[src/core/tbl_defs.vh]
// Purpose: constants for the transceiver self-test and loopback block
// Assumes: one code group per group tick, 9-bit code group {k, byte}
// Notes:   offsets are byte addresses on the register bus
`ifndef TBL_DEFS_VH
`define TBL_DEFS_VH

// register map
`define TBL_IDX_ERRCNT     5'd18
`define TBL_ADDR_CTRL      8'h00
`define TBL_ADDR_STAT      8'h04
`define TBL_ADDR_ERRCNT    8'h48
`define TBL_CTRL_CLR_BIT   0
`define TBL_RESP_OKAY      2'b00
`define TBL_RESP_SLVERR    2'b10

// test modes
`define TBL_MODE_NORMAL    3'd0
`define TBL_MODE_LOOP      3'd1
`define TBL_MODE_EXT_NOIDL 3'd2
`define TBL_MODE_EXT_IDL   3'd3
`define TBL_MODE_INT_IDL   3'd4
`define TBL_MODE_RSVD      3'd5

// code groups
`define TBL_K28_5          8'hBC
`define TBL_D21_5          8'hB5
`define TBL_D5_6           8'hC5
`define TBL_D16_2          8'h50
`define TBL_AN_CFG_LO      8'h00
`define TBL_AN_CFG_HI      8'h00

// sequence counts (in code groups)
`define TBL_PRE_IDLES      13'd4096
`define TBL_AN_GROUPS      13'd4096
`define TBL_INS_PERIOD     12'd2048
`define TBL_WORD_COMMAS    3'd4
`define TBL_LOCK_RUN       3'd4

// pseudo-noise seed and mismatch counter limits
`define TBL_PN_SEED        23'h7F_FFFF
`define TBL_CNT_MAX        8'hFF
`define TBL_MCNT_MAX       16'hFFFF

`endif

[src/core/tbl_bist_top.v]
// Purpose: pin-selected loopback and built-in self test for two channels
// Assumes: test pins static while testing, system resets after a test
// Notes:   serial lines carry one 9-bit code group {k, byte} per group tick
// Contract
// - selectors low: normal when loopback enable low, internal loopback when high.
// - selector 0 only: self test over external loopback, idles only if chan A enable.
// - selector 1 only, enable low: internal-loopback self test with idles; rest reserved.
// - selectors low: per-channel enables; otherwise chan A enable rules all, B ignored.
// - loopback feeds channel's own transmitted groups back to its receiver.
// - in loopback serial inputs ignored; serial outputs follow output enable.
// - loopback with output enable low holds positive low, negative high.
// - transmitter makes pseudo-noise with polynomial 1 + x^5 + x^23.
// - receiver analyzer syncs to stream, compares each data group with reference.
// - mismatch count clears on self-test entry, updates throughout self test.
// - self test shows the 8-bit mismatch count on parallel receive data.
// - mismatch count saturates at all ones.
// - per-channel error counter in management register 18 in all self tests.
// - flags: not synced, running clean, comma group codes.
// - flags: synced not locked, mismatch group codes.
// - self test forces byte interface with codec and byte-aligned mode.
// - word sync in self test only in four-idle mode (select 1 low, 0 high).
// - on entry send 4096 idles, or auto-negotiation in ethernet mode, then pattern.
// - with idle insertion, one idle after every 2048 pattern groups.
// - ethernet mode inserts the /I1/I2/ ordered-set pair instead.
// - self test runs at reference clock rate and half-speed setting.
`timescale 1ns/100ps
`include "tbl_defs.vh"

module tbl_bist_top (
  // clock and reset
  input  wire        mclk,
  input  wire        rst,
  // test and configuration pins
  input  wire        test_select_lo,
  input  wire        test_select_hi,
  input  wire        chan_a_loopback_enable,
  input  wire        chan_b_loopback_enable,
  input  wire        loopback_output_enable,
  input  wire        ethernet_mode_a,
  input  wire        ten_bit_iface_enable,
  input  wire        byte_align_select,
  input  wire        word_align_select_1,
  input  wire        word_align_select_0,
  input  wire        half_speed_select,
  // transmit interface, channel b in [15:8], k flags per channel
  input  wire [15:0] tx_data,
  input  wire [1:0]  tx_k,
  // serial link, 9-bit code group per channel
  output reg  [17:0] serial_tx_pos,
  output reg  [17:0] serial_tx_neg,
  input  wire [17:0] serial_rx_pos,
  input  wire [17:0] serial_rx_neg,
  // receive interface
  output reg  [15:0] rx_parallel_data,
  output reg  [1:0]  rx_error_flag,
  output reg  [1:0]  rx_valid_flag,
  output reg  [1:0]  rx_sync_char_flag,
  // effective configuration
  output reg         ten_bit_iface_eff,
  output reg         byte_align_eff,
  output reg         bist_active,
  // axi4-lite slave
  input  wire [7:0]  s_axi_awaddr,
  input  wire        s_axi_awvalid,
  output reg         s_axi_awready,
  input  wire [31:0] s_axi_wdata,
  input  wire [3:0]  s_axi_wstrb,
  input  wire        s_axi_wvalid,
  output reg         s_axi_wready,
  output reg  [1:0]  s_axi_bresp,
  output reg         s_axi_bvalid,
  input  wire        s_axi_bready,
  input  wire [7:0]  s_axi_araddr,
  input  wire        s_axi_arvalid,
  output reg         s_axi_arready,
  output reg  [31:0] s_axi_rdata,
  output reg  [1:0]  s_axi_rresp,
  output reg         s_axi_rvalid,
  input  wire        s_axi_rready
);

  localparam T_OFF = 2'd0;
  localparam T_PRE = 2'd1;
  localparam T_PN  = 2'd2;

  // eight steps of b[n] = b[n-5] ^ b[n-23], newest bit in bit 0
  function [22:0] pn_adv;
    input [22:0] h;
    integer i;
    begin
      pn_adv = h;
      for (i = 0; i < 8; i = i + 1) begin
        pn_adv = {pn_adv[21:0], pn_adv[4] ^ pn_adv[22]};
      end
    end
  endfunction

  // mode decode from the selector pins
  function [2:0] mode_of;
    input hi;
    input lo;
    input lbe;
    begin
      if (!hi && !lo) begin
        mode_of = lbe ? `TBL_MODE_LOOP : `TBL_MODE_NORMAL;
      end else if (!hi && lo) begin
        mode_of = lbe ? `TBL_MODE_EXT_IDL : `TBL_MODE_EXT_NOIDL;
      end else if (hi && !lo && !lbe) begin
        mode_of = `TBL_MODE_INT_IDL;
      end else begin
        mode_of = `TBL_MODE_RSVD;
      end
    end
  endfunction

  wire [2:0] mode      = mode_of(test_select_hi, test_select_lo, chan_a_loopback_enable);
  wire       in_bist   = (mode == `TBL_MODE_EXT_NOIDL) || (mode == `TBL_MODE_EXT_IDL) ||
                         (mode == `TBL_MODE_INT_IDL);
  wire       ins_idles = (mode == `TBL_MODE_EXT_IDL) || (mode == `TBL_MODE_INT_IDL);
  wire       word_mode = !word_align_select_1 && word_align_select_0;
  // per-channel loopback: own enable only when selectors low, else both on in internal self test, off otherwise
  wire [1:0] loop_en   = (mode == `TBL_MODE_INT_IDL) ? 2'b11 :
                         (!test_select_hi && !test_select_lo) ?
                         {chan_b_loopback_enable, chan_a_loopback_enable} : 2'b00;

  reg         bist_prev_r;
  reg         half_ph_r;
  wire        entry    = in_bist && !bist_prev_r;
  wire        grp_tick = !half_speed_select || half_ph_r;
  reg         clr_req_r;

  // shared self-test transmit sequencer
  reg  [1:0]  tx_st_r;
  reg  [12:0] pre_cnt_r;
  reg  [11:0] ins_cnt_r;
  reg  [1:0]  ins_ph_r;
  reg         ins_on_r;
  reg  [22:0] pn_r;
  reg  [8:0]  bist_grp_r;
  wire [22:0] pn_nxt   = pn_adv(pn_r);

  always @(posedge mclk) begin
    if (rst) begin
      bist_prev_r <= 1'b0;
      half_ph_r   <= 1'b0;
      tx_st_r     <= T_OFF;
      pre_cnt_r   <= 13'h0000;
      ins_cnt_r   <= 12'h000;
      ins_ph_r    <= 2'b00;
      ins_on_r    <= 1'b0;
      pn_r        <= `TBL_PN_SEED;
      bist_grp_r  <= {1'b1, `TBL_K28_5};
      ten_bit_iface_eff <= 1'b0;
      byte_align_eff    <= 1'b0;
      bist_active       <= 1'b0;
    end else begin
      bist_prev_r <= in_bist;
      half_ph_r   <= half_speed_select ? !half_ph_r : 1'b1;
      ten_bit_iface_eff <= ten_bit_iface_enable && !in_bist;
      byte_align_eff    <= byte_align_select || in_bist;
      bist_active       <= in_bist;
      if (!in_bist) begin
        tx_st_r <= T_OFF;
      end else if (entry) begin
        tx_st_r    <= T_PRE;
        // group 0 of the preamble is loaded here, so the count resumes at 1
        pre_cnt_r  <= 13'h0001;
        ins_cnt_r  <= 12'h000;
        ins_on_r   <= 1'b0;
        ins_ph_r   <= 2'b00;
        pn_r       <= `TBL_PN_SEED;
        bist_grp_r <= {1'b1, `TBL_K28_5};
      end else if (grp_tick) begin
        case (tx_st_r)
          T_PRE: begin
            if (ethernet_mode_a) begin
              // config ordered sets stand in for the negotiation exchange
              case (pre_cnt_r[1:0])
                2'd0: bist_grp_r <= {1'b1, `TBL_K28_5};
                2'd1: bist_grp_r <= {1'b0, `TBL_D21_5};
                2'd2: bist_grp_r <= {1'b0, `TBL_AN_CFG_LO};
                default: bist_grp_r <= {1'b0, `TBL_AN_CFG_HI};
              endcase
            end else begin
              bist_grp_r <= {1'b1, `TBL_K28_5};
            end
            pre_cnt_r <= pre_cnt_r + 13'h0001;
            if (pre_cnt_r == (ethernet_mode_a ? `TBL_AN_GROUPS : `TBL_PRE_IDLES) - 13'h0001) begin
              tx_st_r <= T_PN;
            end
          end
          T_PN: begin
            if (ins_on_r) begin
              if (ethernet_mode_a) begin
                case (ins_ph_r)
                  2'd0: bist_grp_r <= {1'b1, `TBL_K28_5};
                  2'd1: bist_grp_r <= {1'b0, `TBL_D5_6};
                  2'd2: bist_grp_r <= {1'b1, `TBL_K28_5};
                  default: bist_grp_r <= {1'b0, `TBL_D16_2};
                endcase
                ins_ph_r <= ins_ph_r + 2'b01;
                ins_on_r <= (ins_ph_r != 2'd3);
              end else begin
                bist_grp_r <= {1'b1, `TBL_K28_5};
                ins_on_r   <= 1'b0;
              end
            end else begin
              pn_r       <= pn_nxt;
              bist_grp_r <= {1'b0, pn_nxt[7:0]};
              if (ins_cnt_r == `TBL_INS_PERIOD - 12'h001) begin
                ins_cnt_r <= 12'h000;
                ins_on_r  <= ins_idles;
                ins_ph_r  <= 2'b00;
              end else begin
                ins_cnt_r <= ins_cnt_r + 12'h001;
              end
            end
          end
          default: tx_st_r <= T_OFF;
        endcase
      end
    end
  end

  wire [15:0] mcnt_w;
  wire [1:0]  sync_w;
  wire [1:0]  lock_w;

  genvar c;
  generate
    for (c = 0; c < 2; c = c + 1) begin : g_ch
      // sequence groups go out from the cycle after entry, so no stale group leaks
      wire [8:0] tx_grp = bist_prev_r ? bist_grp_r : {tx_k[c], tx_data[8*c+7:8*c]};
      // loopback takes the channel's own group, never the serial input
      wire [8:0] rx_grp = loop_en[c] ? tx_grp : serial_rx_pos[9*c+8:9*c];
      wire       comma  = rx_grp[8] && (rx_grp[7:0] == `TBL_K28_5);
      reg  [2:0]  comma_run_r;
      reg         sync_r;
      reg         lock_r;
      reg         skip_r;
      reg  [2:0]  match_run_r;
      reg  [22:0] hist_r;
      reg  [22:0] ref_r;
      reg  [7:0]  cnt_r;
      reg  [15:0] mcnt_r;
      wire [22:0] ref_nxt  = pn_adv(ref_r);
      wire [22:0] hist_nxt = pn_adv(hist_r);
      wire        data_grp = !rx_grp[8] && !skip_r && sync_r;
      wire        mism     = lock_r && data_grp && (rx_grp[7:0] != ref_nxt[7:0]);
      assign mcnt_w[8*c+7:8*c] = (mcnt_r > 16'h00FF) ? 8'hFF : mcnt_r[7:0];
      assign sync_w[c] = sync_r;
      assign lock_w[c] = lock_r;

      always @(posedge mclk) begin
        if (rst) begin
          serial_tx_pos[9*c+8:9*c] <= 9'h000;
          serial_tx_neg[9*c+8:9*c] <= 9'h1FF;
          comma_run_r <= 3'b000;
          sync_r      <= 1'b0;
          lock_r      <= 1'b0;
          skip_r      <= 1'b0;
          match_run_r <= 3'b000;
          hist_r      <= `TBL_PN_SEED;
          ref_r       <= `TBL_PN_SEED;
          cnt_r       <= 8'h00;
          mcnt_r      <= 16'h0000;
          rx_parallel_data[8*c+7:8*c] <= 8'h00;
          rx_error_flag[c]     <= 1'b0;
          rx_valid_flag[c]     <= 1'b0;
          rx_sync_char_flag[c] <= 1'b0;
        end else begin
          if (loop_en[c] && !loopback_output_enable) begin
            serial_tx_pos[9*c+8:9*c] <= 9'h000;
            serial_tx_neg[9*c+8:9*c] <= 9'h1FF;
          end else begin
            serial_tx_pos[9*c+8:9*c] <= tx_grp;
            serial_tx_neg[9*c+8:9*c] <= ~tx_grp;
          end
          if (entry) begin
            mcnt_r <= 16'h0000;
          end else if (clr_req_r) begin
            // a mismatch in the clearing cycle is still counted
            mcnt_r <= {15'h0000, mism && grp_tick};
          end else if (mism && grp_tick && mcnt_r != `TBL_MCNT_MAX) begin
            mcnt_r <= mcnt_r + 16'h0001;
          end
          if (entry) begin
            comma_run_r <= 3'b000;
            sync_r      <= 1'b0;
            lock_r      <= 1'b0;
            skip_r      <= 1'b0;
            match_run_r <= 3'b000;
            hist_r      <= `TBL_PN_SEED;
            ref_r       <= `TBL_PN_SEED;
            cnt_r       <= 8'h00;
          end else if (in_bist && grp_tick) begin
            comma_run_r <= comma ? ((comma_run_r == 3'd7) ? 3'd7 : comma_run_r + 3'b001) : 3'b000;
            if (comma && (!word_mode || comma_run_r == `TBL_WORD_COMMAS - 3'b001)) begin
              sync_r <= 1'b1;
            end
            skip_r <= comma && ethernet_mode_a;
            if (data_grp) begin
              if (rx_grp[7:0] != 8'h00 || hist_r[14:0] != 15'h0000) begin
                hist_r <= {hist_r[14:0], rx_grp[7:0]};
              end
              if (lock_r) begin
                ref_r <= ref_nxt;
              end else if (hist_nxt[7:0] == rx_grp[7:0] && hist_r != 23'h00_0000) begin
                match_run_r <= match_run_r + 3'b001;
                if (match_run_r == `TBL_LOCK_RUN - 3'b001) begin
                  lock_r <= 1'b1;
                  ref_r  <= {hist_r[14:0], rx_grp[7:0]};
                end
              end else begin
                match_run_r <= 3'b000;
              end
            end
            if (mism && cnt_r != `TBL_CNT_MAX) begin
              cnt_r <= cnt_r + 8'h01;
            end
            if (mism && cnt_r != `TBL_CNT_MAX) begin
              rx_parallel_data[8*c+7:8*c] <= cnt_r + 8'h01;
            end else begin
              rx_parallel_data[8*c+7:8*c] <= cnt_r;
            end
            rx_error_flag[c]     <= (sync_r && !lock_r) || mism;
            rx_valid_flag[c]     <= lock_r;
            rx_sync_char_flag[c] <= lock_r && comma;
          end else if (!in_bist && grp_tick) begin
            rx_parallel_data[8*c+7:8*c] <= rx_grp[7:0];
            rx_error_flag[c]     <= 1'b0;
            rx_valid_flag[c]     <= !rx_grp[8];
            rx_sync_char_flag[c] <= comma;
          end
        end
      end
    end
  endgenerate

  // axi4-lite slave
  reg        aw_got_r;
  reg        w_got_r;
  reg  [7:0] aw_addr_r;
  reg  [31:0] w_data_r;
  reg  [3:0] w_strb_r;

  always @(posedge mclk) begin
    if (rst) begin
      s_axi_awready <= 1'b0;
      s_axi_wready  <= 1'b0;
      s_axi_bvalid  <= 1'b0;
      s_axi_bresp   <= `TBL_RESP_OKAY;
      s_axi_arready <= 1'b0;
      s_axi_rvalid  <= 1'b0;
      s_axi_rdata   <= 32'h0000_0000;
      s_axi_rresp   <= `TBL_RESP_OKAY;
      aw_got_r  <= 1'b0;
      w_got_r   <= 1'b0;
      aw_addr_r <= 8'h00;
      w_data_r  <= 32'h0000_0000;
      w_strb_r  <= 4'h0;
      clr_req_r <= 1'b0;
    end else begin
      clr_req_r     <= 1'b0;
      s_axi_awready <= !aw_got_r && !s_axi_awready && s_axi_awvalid && !s_axi_bvalid;
      s_axi_wready  <= !w_got_r && !s_axi_wready && s_axi_wvalid && !s_axi_bvalid;
      if (s_axi_awvalid && s_axi_awready) begin
        aw_got_r  <= 1'b1;
        aw_addr_r <= s_axi_awaddr;
      end
      if (s_axi_wvalid && s_axi_wready) begin
        w_got_r  <= 1'b1;
        w_data_r <= s_axi_wdata;
        w_strb_r <= s_axi_wstrb;
      end
      if (aw_got_r && w_got_r && !s_axi_bvalid) begin
        aw_got_r     <= 1'b0;
        w_got_r      <= 1'b0;
        s_axi_bvalid <= 1'b1;
        if (aw_addr_r == `TBL_ADDR_CTRL) begin
          s_axi_bresp <= `TBL_RESP_OKAY;
          clr_req_r   <= w_strb_r[0] && w_data_r[`TBL_CTRL_CLR_BIT];
        end else if (aw_addr_r == `TBL_ADDR_STAT || aw_addr_r == `TBL_ADDR_ERRCNT) begin
          s_axi_bresp <= `TBL_RESP_OKAY;
        end else begin
          s_axi_bresp <= `TBL_RESP_SLVERR;
        end
      end else if (s_axi_bvalid && s_axi_bready) begin
        s_axi_bvalid <= 1'b0;
      end
      s_axi_arready <= !s_axi_arready && s_axi_arvalid && !s_axi_rvalid;
      if (s_axi_arvalid && s_axi_arready) begin
        s_axi_rvalid <= 1'b1;
        if (s_axi_araddr == `TBL_ADDR_CTRL) begin
          s_axi_rdata <= 32'h0000_0000;
          s_axi_rresp <= `TBL_RESP_OKAY;
        end else if (s_axi_araddr == `TBL_ADDR_STAT) begin
          s_axi_rdata <= {24'h00_0000, lock_w, sync_w, in_bist, mode};
          s_axi_rresp <= `TBL_RESP_OKAY;
        end else if (s_axi_araddr == `TBL_ADDR_ERRCNT) begin
          s_axi_rdata <= {16'h0000, mcnt_w};
          s_axi_rresp <= `TBL_RESP_OKAY;
        end else begin
          s_axi_rdata <= 32'h0000_0000;
          s_axi_rresp <= `TBL_RESP_SLVERR;
        end
      end else if (s_axi_rvalid && s_axi_rready) begin
        s_axi_rvalid <= 1'b0;
      end
    end
  end

endmodule // tbl_bist_top

[config.mk]
export PLATFORM = sky130hd
export DESIGN_NAME = tbl_bist_top
export DESIGN_NICKNAME = d
export VERILOG_FILES = /design/src/core/tbl_bist_top.v
export VERILOG_INCLUDE_DIRS = /design/src /design/src/core
export SDC_FILE = /design/constraint.sdc
export NUM_CORES = 1
export LEC_CHECK = 0
export BUFFER_PORTS_ARGS = -buffer_cell sky130_fd_sc_hd__buf_4
export CORE_MARGIN = 2
export CORE_UTILIZATION = 58
export CTS_BUF_LIST = sky130_fd_sc_hd__clkbuf_16
export DETAILED_ROUTE_END_ITERATION = 16
export PLACE_DENSITY = 0.87
export SKIP_LAST_GASP = 1
export SYNTH_ARGS = -nofsm -noshare
export SYNTH_HDL_FRONTEND = slang
export SYNTH_SLANG_ARGS = --single-unit
[constraint.sdc]
create_clock -name mclk -period 3.8 [get_ports mclk]
set_input_delay 0.76 -clock mclk [delete_from_list [all_inputs] [get_ports mclk]]
set_output_delay 0.76 -clock mclk [all_outputs]
set_load 0.005 [all_outputs]
# Word level (Yosys, flattened, before mapping)
# Cells that the tools add are included.
# Widths: inputs -> output; s select.
word_totals:
  reg_bits: 336
  inputBits: 124
  output_inout_bits: 102
  wordCells: 396
op_classes:
  addsub: 11
  magnitude_cmp: 2
  n_eq_ne: 36
  muxes: 101
  n_bitwise: 49
  n_reduce_logical: 139
ops:
  columns: ["operator", "n"]
  rows:
  - ["$mux 23", 10]
  - ["$mux 9", 9]
  - ["$mux 8", 8]
  - ["$mux 12", 5]
  - ["$pmux 9 s2", 3]
  - ["$logic_and 1x1->1", 53]
  - ["$mux 16", 3]
  - ["$reduce_bool 23->1", 2]
  - ["$xor 1x1->1", 40]
  - ["$mux 13", 3]
  - ["$mux 1", 37]
  - ["$add 16x1->16 const B", 2]
  - ["$gt 16x8->1 const B", 2]
  - ["$ne 16x16->1 const B", 2]
  - ["$reduce_bool 15->1", 2]
  - ["$mux 2", 14]
  - ["$reduce_and 3->1", 9]
  - ["$mux 3", 8]
  - ["$reduce_bool 2->1", 12]
  - ["$logic_not 1->1", 23]
  - ["$eq 3x2->1 const B", 6]
  - ["$not 9->9", 2]
  - ["$add 8x1->8 const B", 2]
  - ["$eq 8x3->1 const B", 2]
  - ["other kinds (28)", 79]

# Logic depth before layout (Yosys ltp)
logic_depth:
  ltp_word: 18
  mapped_depth: 13
  depth_no_buf: 8

# Least setup slack after synthesis
# Ideal clock, no wire load.
synth_timing:
  kind: "input -> register"
  start: "in chan_a_loopback_enable"
  end: "reg g_ch[1].ref_r[12]"
  setup_time_ns: 0.136
  arrival_ns: 2.984
  required_time_ns: 3.664
  slack_ns: 0.680
  stages: 11
  path_buffers: 3
  cell_sequence: "buf_4 > nand2b_2 > buf_6 > a211oi_1 > a211oi_1 > or4b_1 > a22oi_4 > a31oi_4 > nor2_8 > buf_6 > a31oi_1"
synth_via:
  elab_chain_cells: 12
  elab_cells_between_ends: 24
  classes_between: "eq/ne: 4; mux: 7; reduce/logical: 13"
synth_lines:
  columns: ["element", "line_no", "rtl"]
  rows:
  - ["start, declared", "tbl_bist_top.v:36", "input wire chan_a_loopback_enable,"]
  - ["$logic_not 1->1", "tbl_bist_top.v:108", "end else if (hi && !lo && !lbe) begin"]
  - ["$logic_and 1x1->1", "tbl_bist_top.v:108", null]
  - ["$mux 1", "tbl_bist_top.v:108", null]
  - ["$mux 3", "tbl_bist_top.v:106", "end else if (!hi && lo) begin"]
  - ["$mux 3 (*)", "tbl_bist_top.v:104", "if (!hi && !lo) begin"]
  - ["$eq 3x3->1 (no source line)", null, null]
  - ["$mux 2", "tbl_bist_top.v:122", "wire [1:0] loop_en = (mode == `TBL_MODE_INT_IDL) ? 2'b11 :"]
  - ["$mux 9", "tbl_bist_top.v:235", "wire [8:0] rx_grp = loop_en[c] ? tx_grp : serial_rx_pos[9*c+8:9*c];"]
  - ["$eq 8x8->1 / $logic_not 1->1 (equally long branches)", "tbl_bist_top.v:308, tbl_bist_top.v:248", null]
  - ["$logic_and 1x1->1, on equally long branches", "tbl_bist_top.v:308, tbl_bist_top.v:248", null]
  - ["$reduce_bool 2->1 (no source line) / $logic_and 1x1->1 (equally long branches)", null, null]
  - ["$reduce_and 4->1 (no source line)", null, null]
  - ["end signal, assigned", "tbl_bist_top.v:294", "ref_r <= `TBL_PN_SEED;"]
  - ["end signal, assigned", "tbl_bist_top.v:307", "ref_r <= ref_nxt;"]
  - ["end signal, assigned", "tbl_bist_top.v:312", "ref_r <= {hist_r[14:0], rx_grp[7:0]};"]
  - ["end, declared", "tbl_bist_top.v:243", "reg [22:0] ref_r;"]
# Mark *: on every way between the ends. The rest lies on a longest branch, timed or not.
# A chain may end at the register's enable or synchronous reset.

# Worst setup path after layout
layout_timing:
  start: "reg bist_prev_r"
  end: "reg g_ch[0].ref_r[13]"
layout_via:
  elab_chain_cells: 6
  elab_cells_between_ends: 12
  classes_between: "eq/ne: 1; mux: 2; reduce/logical: 9"
layout_lines:
  columns: ["element", "line_no", "rtl"]
  rows:
  - ["start, declared", "tbl_bist_top.v:126", "reg bist_prev_r;"]
  - ["start signal, assigned", "tbl_bist_top.v:157", "bist_prev_r <= in_bist;"]
  - ["$mux 9", "tbl_bist_top.v:233", "wire [8:0] tx_grp = bist_prev_r ? bist_grp_r : {tx_k[c], tx_data[8*c+7:8*c]};"]
  - ["$mux 9", "tbl_bist_top.v:235", null]
  - ["$eq 8x8->1 / $logic_not 1->1 (equally long branches)", "tbl_bist_top.v:308, tbl_bist_top.v:248", null]
  - ["$logic_and 1x1->1, on equally long branches", "tbl_bist_top.v:308, tbl_bist_top.v:248", null]
  - ["$reduce_bool 2->1 (no source line) / $logic_and 1x1->1 (equally long branches)", null, null]
  - ["$reduce_and 4->1 (no source line)", null, null]
  - ["end signal, assigned", "tbl_bist_top.v:294", null]
  - ["end signal, assigned", "tbl_bist_top.v:307", null]
  - ["end signal, assigned", "tbl_bist_top.v:312", null]
  - ["end, declared", "tbl_bist_top.v:243", null]
# Parallel ways exist; a longest one is shown, timed or not.

==> metrics.yaml <==
num_rows: 60
place_ws_ns: 0.0153
cts-root-buf: "clkbuf_16"
nNetsFinal: 2115
regToRegSetupSlack_ns: 0.37
start_util: 0.588
via_per_inst: 6.19
yosysTopAreaCellShare: 0.403
antenna_found_initial: 1
yosys-top-cells-area: "dfxtp_1 (40%), nand2_1 (5.2%), mux2i_1 (4.5%), a21oi_1 (3.8%), nor2_1 (3.3%)"
io_buffers: 155
synth_compound_area_frac: 0.203
grt_overflow: 0
io_pins: 226
drc_errors: 0
track_usage: 0.293
clk_pin_slew_worst_paths_ns: 0.06
synth_top_area_cell: "dfxtp_1"
finClkSkew_ns: 0.0282
post_cts_buffers: 0
clock_sinks: 318
synthMuxAreaShare: 0.0536
drt.antenna.violating_nets: 0
wirelength_mm: 43.0
crit_required_ns: 4.20
synth_async_sr_flop_share: 0
ctsResizeCount: 0
crit-reg2reg-capture: "g_ch[0].ref_r[13]"
gp_congestion: 0.904
cts.path.max_buffers: 3
worst_setup_path_start_kind: "flop"
htreeDepth: 2
drv_cap: 0
core_area_mm2: 0.0269
via_count: 14500
rr_worst_depth: 10
synth_edf_count: 0
drt_first_pass_iters: 7
final_util: 0.678
hold_buffers: 0
crit_top_cell: "buf_12"
synth_top_family_by_area: "simple AND/OR/NAND/NOR gates"
timing.rr.start: "bist_prev_r"
worstHoldPathType: "input pin to flop"
finalMaxSlewViolations: 0
grt_pass1_vias: 13900
fmax_ghz: 0.292
grt_max_degree: 58
hold_violations: 0
min_path_cells: 2
wire_per_inst_um: 18.4
crit_slowest_cell: "or4b_4"
path_class: "flop to flop"
syn_area_mm2: 0.0158
post-dp-hpwl_mm: 30.3
synthSimpleGateAreaFrac: 0.220
p_leak_nw: 7.17
power_w: 0.00729
cts_made_buffers: 34
clkLatencyLatePin_ns: 0.53
drtIter0Drc: 1378
die_h_um: 169
fin_ws_ns: 0.370
power_density_mw_per_mm2: 400
max_stage_delay_ns: 0.49
holdWs_ns: 0.447
syn_avg_cell_area_um2: 8.52
hp-start: "half_speed_select"
cp_cell_sequence: "buf_12 -> mux2i_1 -> nand3_1 -> and3_1 -> or4b_4 -> a22oi_4 -> a41oi_4 -> buf_12 -> a2111oi_2 -> o21ai_1"
min_period_ns: 3.43
status: "complete, no violations"
synth-warning-count: 0
tritoncts: "done"
synth_cell_type_count: 87
yosysSeqAreaShare: 0.403
dieWidth_um: 169
netlist_instances: 1853
slew_headroom: 0.526
arrival_ns: 3.83
dieArea_mm2: 0.0286
grt_pass1_wl_mm: 68.9
yosys_most_used_dff: "dfxtp_1"
min_delay_worst_endpoint: "half_ph_r"
synth.ff_latch_count: 318
synthToLayoutAreaGrowth_pct: 15.4
tns_ns: 0
path_max_fanout: 26
synth_fa_ha_area_frac: 0.0135
most-common-layout-cells: "dfxtp_1 (316), nand2_1 (218), buf_4 (210)"
drive_gt1_frac: 0.170
ir_drop_v: 0.000288
final_common_cell: "dfxtp_1"
rsz0062_at_grt: "false"
end_kind: "flop"
worst_pin_slew_ns: 0.711
finalCritPeriodShare: 0.903
synth_xor_area_frac: 0.0456
setup_viol: 0
-- cells in the mapped netlist (all sizes together), types with 5 or more instances --
master,n
clkbuf,85
or3,26
o211ai,43
a41o,5
nor3,39
a22oi,7
nand2b,22
and2,12
nor2,143
nor2b,21
mux2,12
nand2,218
a2111oi,18
inv,48
mux2i,71
and4,7
a311oi,9
a21o,12
a21oi,122
or4,7
o32ai,8
ha,17
a211oi,58
and3,23
nor4b,8
or2,14
xor2,32
dfxtp,318
o21ai,104
xnor2,46
nand3b,5
nor4,29
buf,63
nand3,83
nand4,23
a31oi,34
-- registers in the layout, summed over array words and instances, names as in the netlist, 6 cells and up --
| register | cells |
|---|---|
| g_ch.hist_r | 46 |
| g_ch.ref_r | 46 |
| g_ch.mcnt_r | 32 |
| pn_r | 23 |
| serial_tx_neg | 18 |
| serial_tx_pos | 18 |
| g_ch.cnt_r | 16 |
| rx_parallel_data | 16 |
| s_axi_rdata | 16 |
| pre_cnt_r | 13 |
| ins_cnt_r | 12 |
| bist_grp_r | 9 |
| aw_addr_r | 8 |
| g_ch.comma_run_r | 6 |
| g_ch.match_run_r | 6 |
-- layout make-up --
| type | instances | area [um2] |
|---|---|---|
| tap | 341 | 427 |
| sequential | 318 | 6370 |
| inverter | 48 | 180 |
| multi-input combinational | 1356 | 8570 |
| fill | 2003 | 8650 |
| clock inverter | 25 | 134 |
| antenna | 1 | 2.50 |
| timing repair buffer | 216 | 1700 |
| clock buffer | 34 | 851 |
-- metal layers --
metal  vias to the layer above  GRT usage  wire length, um
li1                       6895          -                -
met1                      6785      0.382            17700
met2                       705      0.490            20100
met3                       101     0.0505             3910
met4                         0      0.102             1250
met5                         -          0                0
-- per-stage QoR --
stage / cell area (um2) / instances
global placement: 17200 / 2279
global route: 18200 / 2339
detailed placement: 17200 / 2279
floorplan: 15900 / 1870
finish: 18200 / 2339
CTS: 18200 / 2338
-- report_power, final --
| group | total [W] | internal, W | switching [W] | leakage (nW) |
|---|---|---|---|---|
| logic | 0.000816 | 0.000329 | 0.000487 | 4.07 |
| registers | 0.00347 | 0.00342 | 0.0000555 | 2.59 |
| clock network | 0.00300 | 0.00164 | 0.00136 | 0.510 |
-- worst max-delay path: cells and delay by family, from the launching register on --
kind | cells | cell delay [ns]
compound gates | 4 | 1.01
simple gates | 3 | 0.91
buf+inv | 2 | 0.50
mux | 1 | 0.42
flops | 1 | 0.43
-- how the worst max path moves through the flow --
stage,startpoint,end,depth (start not counted)
after floorplan,chan_a_loopback_enable,g_ch[1].ref_r[12],11
after global placement,chan_a_loopback_enable,g_ch[1].mcnt_r[13],10
after detailed placement,test_select_hi,g_ch[0].ref_r[13],10
after CTS,bist_prev_r,g_ch[0].ref_r[13],10
after global routing,bist_prev_r,g_ch[0].ref_r[13],10
final,bist_prev_r,g_ch[0].ref_r[13],10
-- kinds of logic (layout without fill, tap and decap cells) --
family / Yosys count / in the layout
AND/OR/NAND/NOR: 697 / 697
AO/OA/AOI/OAI: 463 / 463
flip-flops: 318 / 318
buffers and inverters: 196 / 323
multiplexers: 83 / 83
XOR/XNOR: 78 / 78
adder cells (fa/ha/maj): 17 / 17
other: 1 / 19
Note: power is estimated with default switching activity, not from simulation.
